File: config.mk
export PLATFORM = sky130hd
export DESIGN_NAME = isacs_slave
export DESIGN_NICKNAME = d
export VERILOG_FILES = /design/src/shared/isacs_pkg.sv /design/src/rtl/isacs_slave.sv
export SDC_FILE = /design/constraint.sdc
export NUM_CORES = 1
export LEC_CHECK = 0
export BUFFER_PORTS_ARGS = -buffer_cell sky130_fd_sc_hd__buf_2
export CAP_MARGIN = 20
export CORE_MARGIN = 3
export CORE_UTILIZATION = 25
export CTS_CLUSTER_SIZE = 20
export DETAILED_ROUTE_END_ITERATION = 6
export PLACE_DENSITY = 0.41
export SYNTH_ARGS = -nofsm -noshare
export SYNTH_HDL_FRONTEND = slang
export SYNTH_SLANG_ARGS = --single-unit
File: constraint.sdc
create_clock -name CLK -period 1.8 [get_ports CLK]
set_input_delay 0.09 -clock CLK [delete_from_list [all_inputs] [get_ports CLK]]
set_output_delay 0.09 -clock CLK [all_outputs]
set_load 0.01 [all_outputs]
File: src/shared/isacs_pkg.sv
package isacs_pkg;

  localparam int unsigned APB_AW = 8;
  localparam logic [APB_AW-1:0] OFF_CTRL = 8'h00;
  localparam logic [APB_AW-1:0] OFF_STAT = 8'h04;
  localparam logic [APB_AW-1:0] OFF_ADDR = 8'h08;
  localparam logic [APB_AW-1:0] OFF_RXB = 8'h0c;
  localparam logic [APB_AW-1:0] OFF_TXH = 8'h10;

  localparam int unsigned OWN_AW = 10;
  localparam logic [OWN_AW-1:0] ADDR_RST = 10'h000;

  // Control register, bits 3:0.
  typedef struct packed {
    logic clock_release;
    logic stretch_enable;
    logic ten_bit_addr_mode;
    logic module_enable;
  } isacs_ctrl_s;
  localparam isacs_ctrl_s CTRL_RST = 4'h8;

  // Status register, bits 6:0.
  typedef struct packed {
    logic scl_held;
    logic dir_read;
    logic slave_event_flag;
    logic full_ten_bit_match;
    logic tx_buffer_full;
    logic rx_overflow;
    logic rx_buffer_full;
  } isacs_stat_s;
  localparam int unsigned ST_OV = 1;
  localparam int unsigned ST_EVT = 4;

  localparam logic [4:0] TEN_PREFIX = 5'h1e;
  localparam logic [6:0] GEN_CALL = 7'h00;
  localparam logic [6:0] RSV_LO_END = 7'h03;
  localparam logic [6:0] HS_END = 7'h07;
  localparam logic [6:0] NORM_END = 7'h77;
  localparam logic [6:0] TEN_END = 7'h7b;

  localparam logic [3:0] BYTE_BITS = 4'h8;
  localparam logic [3:0] NINTH = 4'h9;

  typedef enum logic [2:0] {
    AC_GCALL,
    AC_RSVD,
    AC_HS,
    AC_NORMAL,
    AC_TENPFX
  } isacs_acls_e;

  typedef enum {
    S_IDLE,
    S_ADDR1,
    S_ADDR2,
    S_RX,
    S_TX,
    S_WAIT
  } isacs_state_e;

endpackage : isacs_pkg
File: src/rtl/isacs_slave.sv
// Chosen here: the register addresses and the APB interface to the registers.
`timescale 1ns/1ps
// Summary of operation
// Seven-bit mode compares only the low seven own-address bits.
// Ten-bit mode compares first byte with 11110 plus address bits 9:8.
// After first byte matches, second byte compares with address bits 7:0.
// Seven-bit addresses split into call, reserved, Hs, normal, ten-bit prefix.
// Enabled slave idles until Start, then shifts eight address bits.
// Address 6:0 versus shift bits 7:1; bit 0 is direction; sample on rise.
// Match acks and flags event at ninth fall; receive buffer untouched.
// Read address enters transmit, holds SCL until data and release set.
// Transmit event pulse at ninth fall whatever the master answered.
// Write address receives; byte moves to buffer if not full, acked.
// Buffer still full: no ack, no load, event pulse still given.
// Overflow set but buffer empty: load buffer yet answer not-ack.
// Ten-bit first byte match with write pulses event, clears full match.
// Low byte match pulses event, sets full match; mismatch returns idle.
// Repeated Start with high byte and read after full match starts transmit.
// Transmit with empty buffer at ninth fall clears release, holds SCL.
// Buffer loaded before ninth fall means no stretch; release settable always.
// Receive with stretch enable and full buffer at ninth fall stretches.
// Buffer read before ninth fall leaves release set, no stretch.
// Ten-bit addressing stretches during address bytes, then per data byte.
// Software release clear holds SCL only after a seen fall, SCL low.
// Stretch enable clear makes software clears of release ineffective.
// Shift register and buffer double-buffer receive; holding register and shifter double-buffer transmit.
// After Repeated Start in ten-bit mode only the first byte must match.
// SCL and SDA pass a two-stage synchroniser before any use.
module isacs_slave
  import isacs_pkg::*;
(
  input wire logic CLK,
  input wire logic RST,
  input wire logic PSEL,
  input wire logic PENABLE,
  input wire logic PWRITE,
  input wire logic [APB_AW-1:0] PADDR,
  input wire logic [31:0] PWDATA,
  output logic [31:0] PRDATA,
  output logic PREADY,
  output logic PSLVERR,
  input wire logic SCL_IN,
  output logic SCL_OUT,
  output logic SCL_OE_N,
  input wire logic SDA_IN,
  output logic SDA_OUT,
  output logic SDA_OE_N,
  output logic SLV_EVENT
);

  function automatic isacs_acls_e addr_class(input logic [6:0] a);
    if (a == GEN_CALL) return AC_GCALL;
    if (a <= RSV_LO_END) return AC_RSVD;
    if (a <= HS_END) return AC_HS;
    if (a <= NORM_END) return AC_NORMAL;
    if (a <= TEN_END) return AC_TENPFX;
    return AC_RSVD;
  endfunction : addr_class

  //////////////////////////////////////////////////////////////////////////
  logic scl_m, scl_s, scl_d, sda_m, sda_s, sda_d;
  logic fall_seen;
  isacs_ctrl_s ctrl;
  logic [OWN_AW-1:0] own_slave_address;
  logic [7:0] rx_shift_reg, rx_buffer, tx_holding_reg, tx_sr;
  logic rx_buffer_full, rx_overflow, tx_buffer_full;
  logic full_ten_bit_match, slave_event_flag, addressed_state, dir_read;
  logic [3:0] cnt;
  isacs_state_e state, nxt_state;
  logic ack_drv, evt_pend, stretch_pend, tx_need, tx_on, mack;
  logic pready, pslverr, scl_oe_n, sda_oe_n, slv_event;
  logic [31:0] prdata;

  // Bus levels are asynchronous, so only the second and third stages are ever read.
  always_ff @(posedge CLK) begin
    if (RST) begin
      {scl_m, scl_s, scl_d} <= 3'h7;
      {sda_m, sda_s, sda_d} <= 3'h7;
    end else begin
      {scl_m, scl_s, scl_d} <= {SCL_IN, scl_m, scl_s};
      {sda_m, sda_s, sda_d} <= {SDA_IN, sda_m, sda_s};
    end
  end

  wire scl_rise = scl_s & ~scl_d;
  wire scl_fall = ~scl_s & scl_d;
  wire start_det = scl_s & scl_d & sda_d & ~sda_s;
  wire stop_det = scl_s & scl_d & ~sda_d & sda_s;
  wire active = (state != S_IDLE) && (state != S_WAIT);
  wire byte_end = active & scl_fall & (cnt == BYTE_BITS);
  wire ninth_fall = active & scl_fall & (cnt == NINTH);

  //////////////////////////////////////////////////////////////////////////
  wire own7_ok = addr_class(own_slave_address[6:0]) == AC_NORMAL;
  wire match7 = own7_ok &&
    (rx_shift_reg[7:1] == own_slave_address[6:0]);
  wire match_hi = (rx_shift_reg[7:3] == TEN_PREFIX) &&
    (rx_shift_reg[2:1] == own_slave_address[9:8]);
  wire match_lo = rx_shift_reg == own_slave_address[7:0];

  logic dec_ack, dec_evt, dec_load, dec_stretch;
  isacs_state_e dec_next;
  always_comb begin
    dec_ack = 1'b0;
    dec_evt = 1'b0;
    dec_load = 1'b0;
    dec_stretch = 1'b0;
    dec_next = S_WAIT;
    case (state)
      S_ADDR1: begin
        if (!ctrl.ten_bit_addr_mode) begin
          if (match7) begin
            dec_ack = 1'b1;
            dec_evt = 1'b1;
            dec_next = rx_shift_reg[0] ? S_TX : S_RX;
          end
        end else if (match_hi && !rx_shift_reg[0]) begin
          dec_ack = 1'b1;
          dec_evt = 1'b1;
          dec_stretch = ctrl.stretch_enable;
          dec_next = S_ADDR2;
        end else if (match_hi && addressed_state) begin
          dec_ack = 1'b1;
          dec_evt = 1'b1;
          dec_next = S_TX;
        end
      end
      S_ADDR2: begin
        if (match_lo) begin
          dec_ack = 1'b1;
          dec_evt = 1'b1;
          dec_stretch = ctrl.stretch_enable;
          dec_next = S_RX;
        end
      end
      S_RX: begin
        dec_evt = 1'b1;
        dec_next = S_RX;
        if (!rx_buffer_full) begin
          dec_load = 1'b1;
          dec_ack = !rx_overflow;
        end
      end
      default: begin
      end
    endcase
  end

  //////////////////////////////////////////////////////////////////////////
  wire acc = PSEL & PENABLE;
  wire done = acc & pready;
  wire wr = done & PWRITE;
  wire rd = done & ~PWRITE;
  wire hit_ctrl = PADDR == OFF_CTRL;
  wire hit_stat = PADDR == OFF_STAT;
  wire hit_addr = PADDR == OFF_ADDR;
  wire hit_rxb = PADDR == OFF_RXB;
  wire hit_txh = PADDR == OFF_TXH;
  wire mapped = hit_ctrl | hit_stat | hit_addr | hit_rxb | hit_txh;
  wire isacs_ctrl_s wctrl = PWDATA[3:0];
  wire isacs_stat_s stat = {~scl_oe_n, dir_read, slave_event_flag,
    full_ten_bit_match, tx_buffer_full, rx_overflow, rx_buffer_full};
  wire [31:0] rdmux = hit_ctrl ? {28'h0, ctrl} :
    hit_stat ? {25'h0, stat} :
    hit_addr ? {22'h0, own_slave_address} :
    hit_rxb ? {24'h0, rx_buffer} :
    hit_txh ? {24'h0, tx_holding_reg} : 32'h0;

  // One wait state keeps every answer signal on a flip-flop.
  always_ff @(posedge CLK) begin
    if (RST) begin
      pready <= 1'b0;
      pslverr <= 1'b0;
      prdata <= 32'h0;
    end else begin
      pready <= acc & ~pready;
      pslverr <= acc & ~pready & ~mapped;
      prdata <= (acc & ~pready) ? rdmux : prdata;
    end
  end

  // Writing zero to release only counts while stretching is enabled.
  wire sw_rel_wr = wr & hit_ctrl;
  wire sw_rel_set = sw_rel_wr & wctrl.clock_release;
  wire sw_rel_clr = sw_rel_wr & ~wctrl.clock_release &
    ctrl.stretch_enable;
  // A master that answers not-acknowledge ends the read, so no stretch.
  wire tx_stall = (nxt_state == S_TX) & ~tx_buffer_full &
    ~mack;
  wire rx_stall = (state == S_RX) & ctrl.stretch_enable &
    rx_buffer_full;
  wire auto_clr = ninth_fall & (tx_stall | rx_stall | stretch_pend);
  wire tx_load = (state == S_TX) & tx_need & tx_buffer_full;

  always_ff @(posedge CLK) begin
    if (RST) begin
      ctrl <= CTRL_RST;
      own_slave_address <= ADDR_RST;
    end else begin
      if (sw_rel_wr) begin
        ctrl.module_enable <= wctrl.module_enable;
        ctrl.ten_bit_addr_mode <= wctrl.ten_bit_addr_mode;
        ctrl.stretch_enable <= wctrl.stretch_enable;
      end
      if (sw_rel_set) begin
        ctrl.clock_release <= 1'b1;
      end else if (auto_clr | sw_rel_clr) begin
        ctrl.clock_release <= 1'b0;
      end
      if (wr & hit_addr) begin
        own_slave_address <= PWDATA[OWN_AW-1:0];
      end
    end
  end

  //////////////////////////////////////////////////////////////////////////
  // Hardware sets win over software clears in the flags below.
  wire load_now = byte_end & dec_load;
  wire ovf_now = byte_end & (state == S_RX) & rx_buffer_full;
  always_ff @(posedge CLK) begin
    if (RST) begin
      rx_buffer <= 8'h0;
      rx_buffer_full <= 1'b0;
      rx_overflow <= 1'b0;
      tx_holding_reg <= 8'h0;
      tx_buffer_full <= 1'b0;
      slave_event_flag <= 1'b0;
    end else begin
      if (load_now) begin
        rx_buffer <= rx_shift_reg;
      end
      rx_buffer_full <= load_now |
        (rx_buffer_full & ~(rd & hit_rxb));
      rx_overflow <= ovf_now |
        (rx_overflow & ~(wr & hit_stat & PWDATA[ST_OV]));
      if (wr & hit_txh) begin
        tx_holding_reg <= PWDATA[7:0];
      end
      tx_buffer_full <= (wr & hit_txh) |
        (tx_buffer_full & ~tx_load);
      slave_event_flag <= (ninth_fall & evt_pend) |
        (slave_event_flag & ~(wr & hit_stat & PWDATA[ST_EVT]));
    end
  end

  //////////////////////////////////////////////////////////////////////////
  always_ff @(posedge CLK) begin
    if (RST) begin
      state <= S_IDLE;
      nxt_state <= S_IDLE;
      cnt <= 4'h0;
      rx_shift_reg <= 8'h0;
      ack_drv <= 1'b0;
      evt_pend <= 1'b0;
      stretch_pend <= 1'b0;
      full_ten_bit_match <= 1'b0;
      addressed_state <= 1'b0;
      dir_read <= 1'b0;
      mack <= 1'b0;
    end else if (!ctrl.module_enable || stop_det) begin
      state <= S_IDLE;
      ack_drv <= 1'b0;
      evt_pend <= 1'b0;
      stretch_pend <= 1'b0;
      addressed_state <= 1'b0;
    end else if (start_det) begin
      state <= S_ADDR1;
      cnt <= 4'h0;
      ack_drv <= 1'b0;
      evt_pend <= 1'b0;
      stretch_pend <= 1'b0;
    end else if (active) begin
      if (scl_rise && cnt != NINTH) begin
        cnt <= cnt + 4'h1;
      end
      if (scl_rise && cnt < BYTE_BITS) begin
        rx_shift_reg <= {rx_shift_reg[6:0], sda_s};
      end
      if (scl_rise && cnt == BYTE_BITS) begin
        mack <= sda_s;
      end
      if (byte_end && state != S_TX) begin
        ack_drv <= dec_ack;
        evt_pend <= dec_evt;
        stretch_pend <= dec_stretch;
        nxt_state <= dec_next;
        if (state == S_ADDR1) begin
          dir_read <= rx_shift_reg[0];
        end
        if (state == S_ADDR1 && ctrl.ten_bit_addr_mode) begin
          full_ten_bit_match <= 1'b0;
        end
        if (state == S_ADDR2) begin
          full_ten_bit_match <= match_lo;
          addressed_state <= match_lo;
        end
      end
      if (byte_end && state == S_TX) begin
        evt_pend <= 1'b1;
        stretch_pend <= 1'b0;
        nxt_state <= S_TX;
      end
      if (ninth_fall) begin
        cnt <= 4'h0;
        ack_drv <= 1'b0;
        evt_pend <= 1'b0;
        state <= (state == S_TX && mack) ? S_WAIT : nxt_state;
      end
    end
  end

  // Transmit path has one holding register; the shifter reloads from it.
  always_ff @(posedge CLK) begin
    if (RST) begin
      tx_sr <= 8'h0;
      tx_need <= 1'b0;
      tx_on <= 1'b0;
    end else if (state != S_TX || start_det || stop_det) begin
      tx_need <= ninth_fall & (nxt_state == S_TX);
      tx_on <= 1'b0;
    end else if (tx_load) begin
      tx_sr <= tx_holding_reg;
      tx_need <= 1'b0;
      tx_on <= 1'b1;
    end else if (byte_end) begin
      tx_on <= 1'b0;
    end else if (ninth_fall) begin
      tx_need <= ~mack;
    end else if (scl_fall && tx_on && cnt != 4'h0) begin
      tx_sr <= {tx_sr[6:0], 1'b0};
    end
  end

  //////////////////////////////////////////////////////////////////////////
  // A cleared release only pulls SCL after a fall has been seen and SCL
  // reads low, so a stretch never shortens a high phase.
  wire next_hold = ~ctrl.clock_release & ~scl_s &
    (~scl_oe_n | fall_seen | scl_fall);
  always_ff @(posedge CLK) begin
    if (RST) begin
      fall_seen <= 1'b0;
      scl_oe_n <= 1'b1;
      sda_oe_n <= 1'b1;
      slv_event <= 1'b0;
      SCL_OUT <= 1'b0;
      SDA_OUT <= 1'b0;
    end else begin
      fall_seen <= scl_fall | (fall_seen & ~scl_rise);
      scl_oe_n <= ~next_hold;
      sda_oe_n <= ~(ack_drv | (tx_on & ~tx_sr[7]));
      slv_event <= ninth_fall & evt_pend;
      SCL_OUT <= 1'b0;
      SDA_OUT <= 1'b0;
    end
  end

  assign PREADY = pready;
  assign PSLVERR = pslverr;
  assign PRDATA = prdata;
  assign SCL_OE_N = scl_oe_n;
  assign SDA_OE_N = sda_oe_n;
  assign SLV_EVENT = slv_event;

endmodule : isacs_slave

==> results of run 1 <==
[cell type report]
cell class	instances	area, um2	area share (%)
clock buffers	11	232.7	3.713
clock inverters	5	77.57	1.238
well taps	229	286.5	4.572
inverters	17	63.81	1.018
multi-input cells	435	2903	46.32
repair buffers	123	879.6	14.03
flip-flops and latches	91	1824	29.11
[power groups by stage]
stage	Clock, W	Sequential [W]	Combinational [W]
after floorplan	0	0.00207	0.000179
after global placement	0	0.00207	0.000240
after detailed placement	0	0.00207	0.000240
after CTS	0.00211	0.00203	0.000248
after global routing	0.00217	0.00203	0.000279
final	0.00204	0.00203	0.000253
[metal layers]
| layer | vias to the layer above | track usage [%] | wire (um) |
|---|---|---|---|
| li1 | 2208 | - | - |
| met1 | 2126 | 20.49 | 7483 |
| met2 | 90 | 24.07 | 7148 |
| met3 | 17 | 2.962 | 602 |
| met4 | 0 | 3.469 | 182 |
| met5 | - | 0 | 0 |
[cell usage in the layout (no fill, tap or decap), types with 3 or more instances in the layout]
| cell | netlist | layout |
|---|---|---|
| a211oi_2 | 0 | 3 |
| a21oi_1 | 58 | 50 |
| a21oi_2 | 0 | 8 |
| a22oi_1 | 9 | 9 |
| a31oi_1 | 3 | 3 |
| a32o_1 | 4 | 4 |
| buf_2 | 4 | 39 |
| buf_4 | 25 | 74 |
| buf_6 | 0 | 3 |
| clkbuf_16 | 0 | 9 |
| conb_1 | 1 | 24 |
| dfxtp_1 | 91 | 89 |
| dlygate4sd3_1 | 0 | 4 |
| inv_1 | 17 | 15 |
| mux2i_1 | 22 | 22 |
| nand2_1 | 52 | 39 |
| nand2_2 | 0 | 6 |
| nand2_4 | 0 | 7 |
| nand2b_1 | 11 | 11 |
| nand3_1 | 27 | 25 |
| nand3b_1 | 10 | 10 |
| nand4_1 | 9 | 9 |
| nand4b_1 | 3 | 3 |
| nor2_1 | 48 | 43 |
| nor2_4 | 0 | 3 |
| nor2b_1 | 14 | 13 |
| nor3_1 | 14 | 12 |
| nor3b_2 | 1 | 4 |
| nor4_2 | 1 | 3 |
| o21ai_0 | 15 | 13 |
| o221a_2 | 7 | 7 |
| o22ai_1 | 9 | 9 |
| or2_2 | 11 | 10 |
| or3_1 | 7 | 6 |
| xnor2_1 | 9 | 9 |
| xor2_1 | 10 | 10 |
[critical path, delay by kind of cell, from the launching register on]
kind	cells	cell delay, ns
AOI/OAI and AO/OA	1	0.39
adders and majority gates	1	0.13
buffers and inverters	2	0.22
DFF	1	0.32
and+or+nand+nor	2	0.70
[repair_timing]
item,CTS,global route
gates resized for setup,12,62
hold buffers,4,0
cloned,0,1
setup endpoints to repair,22,30
hold endpoints to repair,4,0
pin swaps,4,33
setup buffers,3,1
[Yosys cell counts (2+ instances only)]
master and count:
or2_2 11, and3_1 2, nand3b_1 10, o31ai_1 3
nand2b_1 11, o221a_2 7, o32ai_1 2, o21a_1 2
xor2_1 10, or4_1 3, or3_1 7, and2_1 3
nand2_1 52, xnor2_1 9, nand4_1 9, nor3b_1 5
buf_4 25, ha_1 3, nand3_1 27, clkbuf_1 30
o211ai_1 2, a31oi_1 3, nor3_1 14, a21oi_1 58
buf_2 4, a22oi_1 9, dfxtp_1 91, a211oi_1 5
o21bai_1 2, nor2_1 48, o21ai_0 15, mux2i_1 22
inv_1 17, nor4_1 4, a21boi_0 2, o22ai_1 9
a32o_1 4, nor2b_1 14, nand4b_1 3
[stage by stage]
step | TNS [ns] | cells | worst slack, ns
6_report | -0.1804 | 911 | -0.07803
5_1_grt | -1.601 | 911 | -0.1473
4_1_cts | -0.09699 | 909 | -0.02398
3_5_place_dp | -0.9928 | 886 | -0.09482
3_3_place_gp | -0.5533 | 886 | -0.06858
2_1_floorplan | 0 | 602 | 0.01367
[logic make-up after synthesis]
logic type | share of synthesized area (%)
other cells | 0.07902
fa+ha+maj | 1.002
simple gates | 26.05
mux | 4.877
buf+inv | 8.173
xor+xnor | 3.506
flops | 38.39
compound gates | 17.93
[worst max path at each step]
stage / endpoint / startpoint / depth (start not counted) / slack, ns
6_report: nxt_state[2] / cnt[1] / 6 / -0.08
5_1_grt: cnt[0] / cnt[1] / 9 / -0.15
4_1_cts: nxt_state[2] / cnt[1] / 6 / -0.02
3_5_place_dp: nxt_state[2] / cnt[1] / 6 / -0.09
3_3_place_gp: cnt[0] / cnt[1] / 8 / -0.07
2_1_floorplan: rx_buffer[0] / cnt[0] / 9 / 0.01
==> impl_metrics.yaml, run 1 <==
run_status:
  status: "finished, violations left"
  failed_checks: "setup timing"
sta:
  max_freq_ghz: 0.5325
  setup_viol: 4
  hold_viol: 0
  fin_crit_sh_pct: 104.3
  rsz0062_at_grt: "true"
  skew_ns: 0.008150
  relSlewSlack_pct: 55.21
  timing.final.ws_setup_ns: -0.07803
  worst-slew-pin-transition_ns: 0.6694
  finalMaxSlewViolations: 0
  fin_crit_ns: 1.878
  fin_hold_ws_ns: 0.02170
clock_network:
  clock_latency_ns: 0.35
  cts.htree.levels: 3
  cts_tree: "built"
  cts.sinks: 91
  cts_max_path_buffers: 2
  numCtsBuffers: 9
  clk_pin_slew_worst_paths_ns: 0.07
  root_buffer: "clkbuf_16"
logic_synthesis:
  synth_area_leader_cell: "dfxtp_1"
  netlist_area_mm2: 0.004746
  synthDominantCellAreaShare_pct: 38.39
  yosysWarnings: 0
  avgSynthCellArea_um2: 8.197
  syn-instance-count: 579
  synthFlopType: "dfxtp_1"
  synth-edff-count: 0
  synth-seq-cells: 91
  async_flop_share_pct: 0
  synth_cell_types: 61
  ys_top_cells_by_area: "dfxtp_1, a21oi_1, mux2i_1"
  ys_seq_area_share_pct: 38.39
worst_hold_path:
  hp-start: "PWDATA[7]"
  whs_endpoint: "tx_holding_reg[7]"
  hold_path_class: "in2reg"
  hold_depth: 3
setup_path:
  slowest_stage: "or4_4"
  critical_path_arrival_ns: 2.11
  start_kind: "flip-flop"
  reg2regPathDepth: 6
  max_stage_delay_ns: 0.50
  reg2reg_from: "cnt[1]"
  endpoint_kind: "flip-flop"
  r2r_end: "nxt_state[2]"
  cp_data_required_time_ns: 2.04
  critPathKind: "reg2reg"
  crit_fanout: 5
  r2r_slack_ns: -0.08
  path_cells: "inv_2 -> ha_4 -> nand3b_1 -> or4_4 -> buf_6 -> o41a_1"
global_routing:
  grt_overflow: 0
  grt_pass1_wl_um: 23980
  grt_max_degree: 71
  antenna_found_initial: 0
  track_usage_pct: 14.88
  grt_pass1_vias: 4359
layout:
  final_area_mm2: 0.006267
  syn_to_final_growth_pct: 32.06
  nFillCells: 1945
  diodes: 0
  fin_nets: 727
  utilization_pct: 34.19
  drive_gt1_share_pct: 30.94
placement:
  placed_area_mm2: 0.005590
  gp_congestion: 0.8914
  hpwl_um: 11670
  io_buffer_count: 39
route:
  wl_per_cell_um: 16.92
  vias_per_cell: 4.875
  drc_errors: 0
  routed_wl_um: 15420
  drt_first_pass_iters: 5
  drt-initial-drc-count: 195
  ant_nets: 0
  num_vias: 4441
pwr:
  seqPwrFrac_pct: 46.9
  ir_drop_v: 0.0003979
  power_density_mw_per_mm2: 689.9
  leakagePower_nw: 2.511
  pwr-share-comb_pct: 5.8
  p_int_w: 0.003323
  p_sw_w: 0.001002
  clock_power_share_pct: 47.3
  swShare_pct: 23.16
  power_w: 0.004324
die:
  start_util_pct: 25.89
  num_io_pins: 86
  num_rows: 49
  die_x_um: 143.8
  core_mm2: 0.01833
  die_height_um: 143.8
  die_area_mm2: 0.02067
job:
  maxCapViolations: 0
No activity file was read; power rests on OpenSTA's default activity.
==> run 2, diff against run 1 <==
Settings changed: CORE_MARGIN 3 to not set.
Clock period 1.8 ns to 1.7 ns, I/O delays scaled along.
==> impl_metrics.yaml, run 2 (synthesis gave the netlist of run 1 again) <==
run_status:
  status: "finished, violations left"
  failed_checks: "setup timing"
clock_network:
  cts_max_path_buffers: 2
  root_buffer: "clkbuf_16"
  clk_pin_slew_worst_paths_ns: 0.07
  clock_latency_ns: 0.36
  numCtsBuffers: 9
  cts_tree: "built"
  cts.sinks: 91
  cts.htree.levels: 3
setup_path:
  critical_path_arrival_ns: 1.98
  start_kind: "flip-flop"
  reg2reg_from: "cnt[1]"
  reg2regPathDepth: 7
  critPathKind: "reg2reg"
  r2r_slack_ns: -0.03
  cp_data_required_time_ns: 1.95
  r2r_end: "full_ten_bit_match"
  crit_fanout: 4
  endpoint_kind: "flip-flop"
  critical_path.startpoint: "cnt[1]"
sta:
  skew_ns: 0.01086
  finalMaxSlewViolations: 0
  max_freq_ghz: 0.5784
  timing.final.ws_setup_ns: -0.02893
  hold_viol: 0
  rsz0062_at_grt: "true"
  fin_hold_ws_ns: 0.009480
  fin_crit_sh_pct: 101.7
  fin_crit_ns: 1.729
  setup_viol: 5
route:
  ant_nets: 0
  num_vias: 4501
  drt-initial-drc-count: 273
  wl_per_cell_um: 16.06
  vias_per_cell: 4.850
  routed_wl_um: 14900
  drc_errors: 0
  drt_first_pass_iters: 5
placement:
  gp_congestion: 0.8371
  placed_area_mm2: 0.005732
  dp.cells: 905
  hpwl_um: 11310
  io_buffer_count: 39
worst_hold_path:
  hold_depth: 3
  hold_path_class: "in2reg"
  hp-start: "PWDATA[5]"
  whs_endpoint: "own_slave_address[5]"
layout:
  syn_to_final_growth_pct: 32.77
  stdcell_count: 928
  final_area_mm2: 0.006301
  nFillCells: 1988
  drive_gt1_share_pct: 31.70
  final_cell_mix: "buf_4, dfxtp_1, a21oi_1, nand2_1, nor2_1"
  fin_nets: 739
  utilization_pct: 33.80
  diodes: 0
  mostFrequentLayoutCell: "buf_4"
die:
  die_x_um: 139.8
  die_area_mm2: 0.01954
  num_io_pins: 86
  core_mm2: 0.01864
  start_util_pct: 25.46
  num_rows: 50
  die_height_um: 139.8
global_routing:
  grt_pass1_wl_um: 23690
  grt_overflow: 0
  antenna_found_initial: 0
  grt_max_degree: 69
  grt_pass1_vias: 4334
  track_usage_pct: 15.70
pwr:
  ir_drop_v: 0.0004559
  power_density_mw_per_mm2: 729.3
  leakagePower_nw: 2.469
job:
  maxCapViolations: 0
run 2: through the flow:
stage / total power, W / TNS (ns) / setup slack, ns
after floorplan: 0.002383 / -0.1712 / -0.02141
after global placement: 0.002446 / -1.832 / -0.1103
after detailed placement: 0.002446 / -3.117 / -0.1520
after CTS: 0.004673 / -0.1094 / -0.04586
after global routing: 0.004783 / -1.972 / -0.1359
final: 0.004596 / -0.04423 / -0.02893
run 2: worst max path at each step:
stage,endpoint,slack [ns]
floorplan,rx_buffer[0],-0.02
global placement,cnt[0],-0.11
detailed placement,tx_holding_reg[2],-0.15
CTS,full_ten_bit_match,-0.05
global route,full_ten_bit_match,-0.14
finish,full_ten_bit_match,-0.03
run 2: critical path, cell delays in order, from the launching register on:
cell and delay, ns:
dfxtp_2 0.32, inv_2 0.07, ha_4 0.14, nand3b_1 0.15, or4_4 0.50, a211oi_2 0.19
mux2i_1 0.20, nor2_1 0.05
run 2: final cells by class:
cell class / instances / area [um2] / share of cell area [%]
well taps: 234 / 292.8 / 4.647
clock inverters: 4 / 55.05 / 0.8737
clock buffers: 12 / 266.5 / 4.230
flip-flops and latches: 91 / 1832 / 29.07
multi-input cells: 435 / 2833 / 44.96
inverters: 17 / 63.81 / 1.013
repair buffers: 135 / 958.4 / 15.21
run 2: routing by layer:
metal  up-vias  share of wire (%)  global-route usage [%]
met2       118                 46                   24.95
met1      2135                 49                   20.68
li1       2232                  -                       -
met5         -                  0                       0
met4         0                1.7                   4.569
met3        16                4.0                   4.233
run 2: where the power goes:
| part | internal (W) | switching (W) | total (W) | leakage (nW) |
|---|---|---|---|---|
| Combinational | 0.0000937 | 0.000170 | 0.000263 | 1.58 |
| Sequential | 0.00214 | 0.00000658 | 0.00215 | 0.737 |
| Clock | 0.00127 | 0.000914 | 0.00219 | 0.156 |
run 2: timing repair:
item / CTS / global route
gates resized for setup: 25 / 27
setup endpoints to repair: 28 / 41
buffers inserted: 2 / 0
pin swaps: 11 / 18
hold buffers: 4 / 0
endpoints found under the hold margin: 4 / 0
gates cloned: 0 / 1
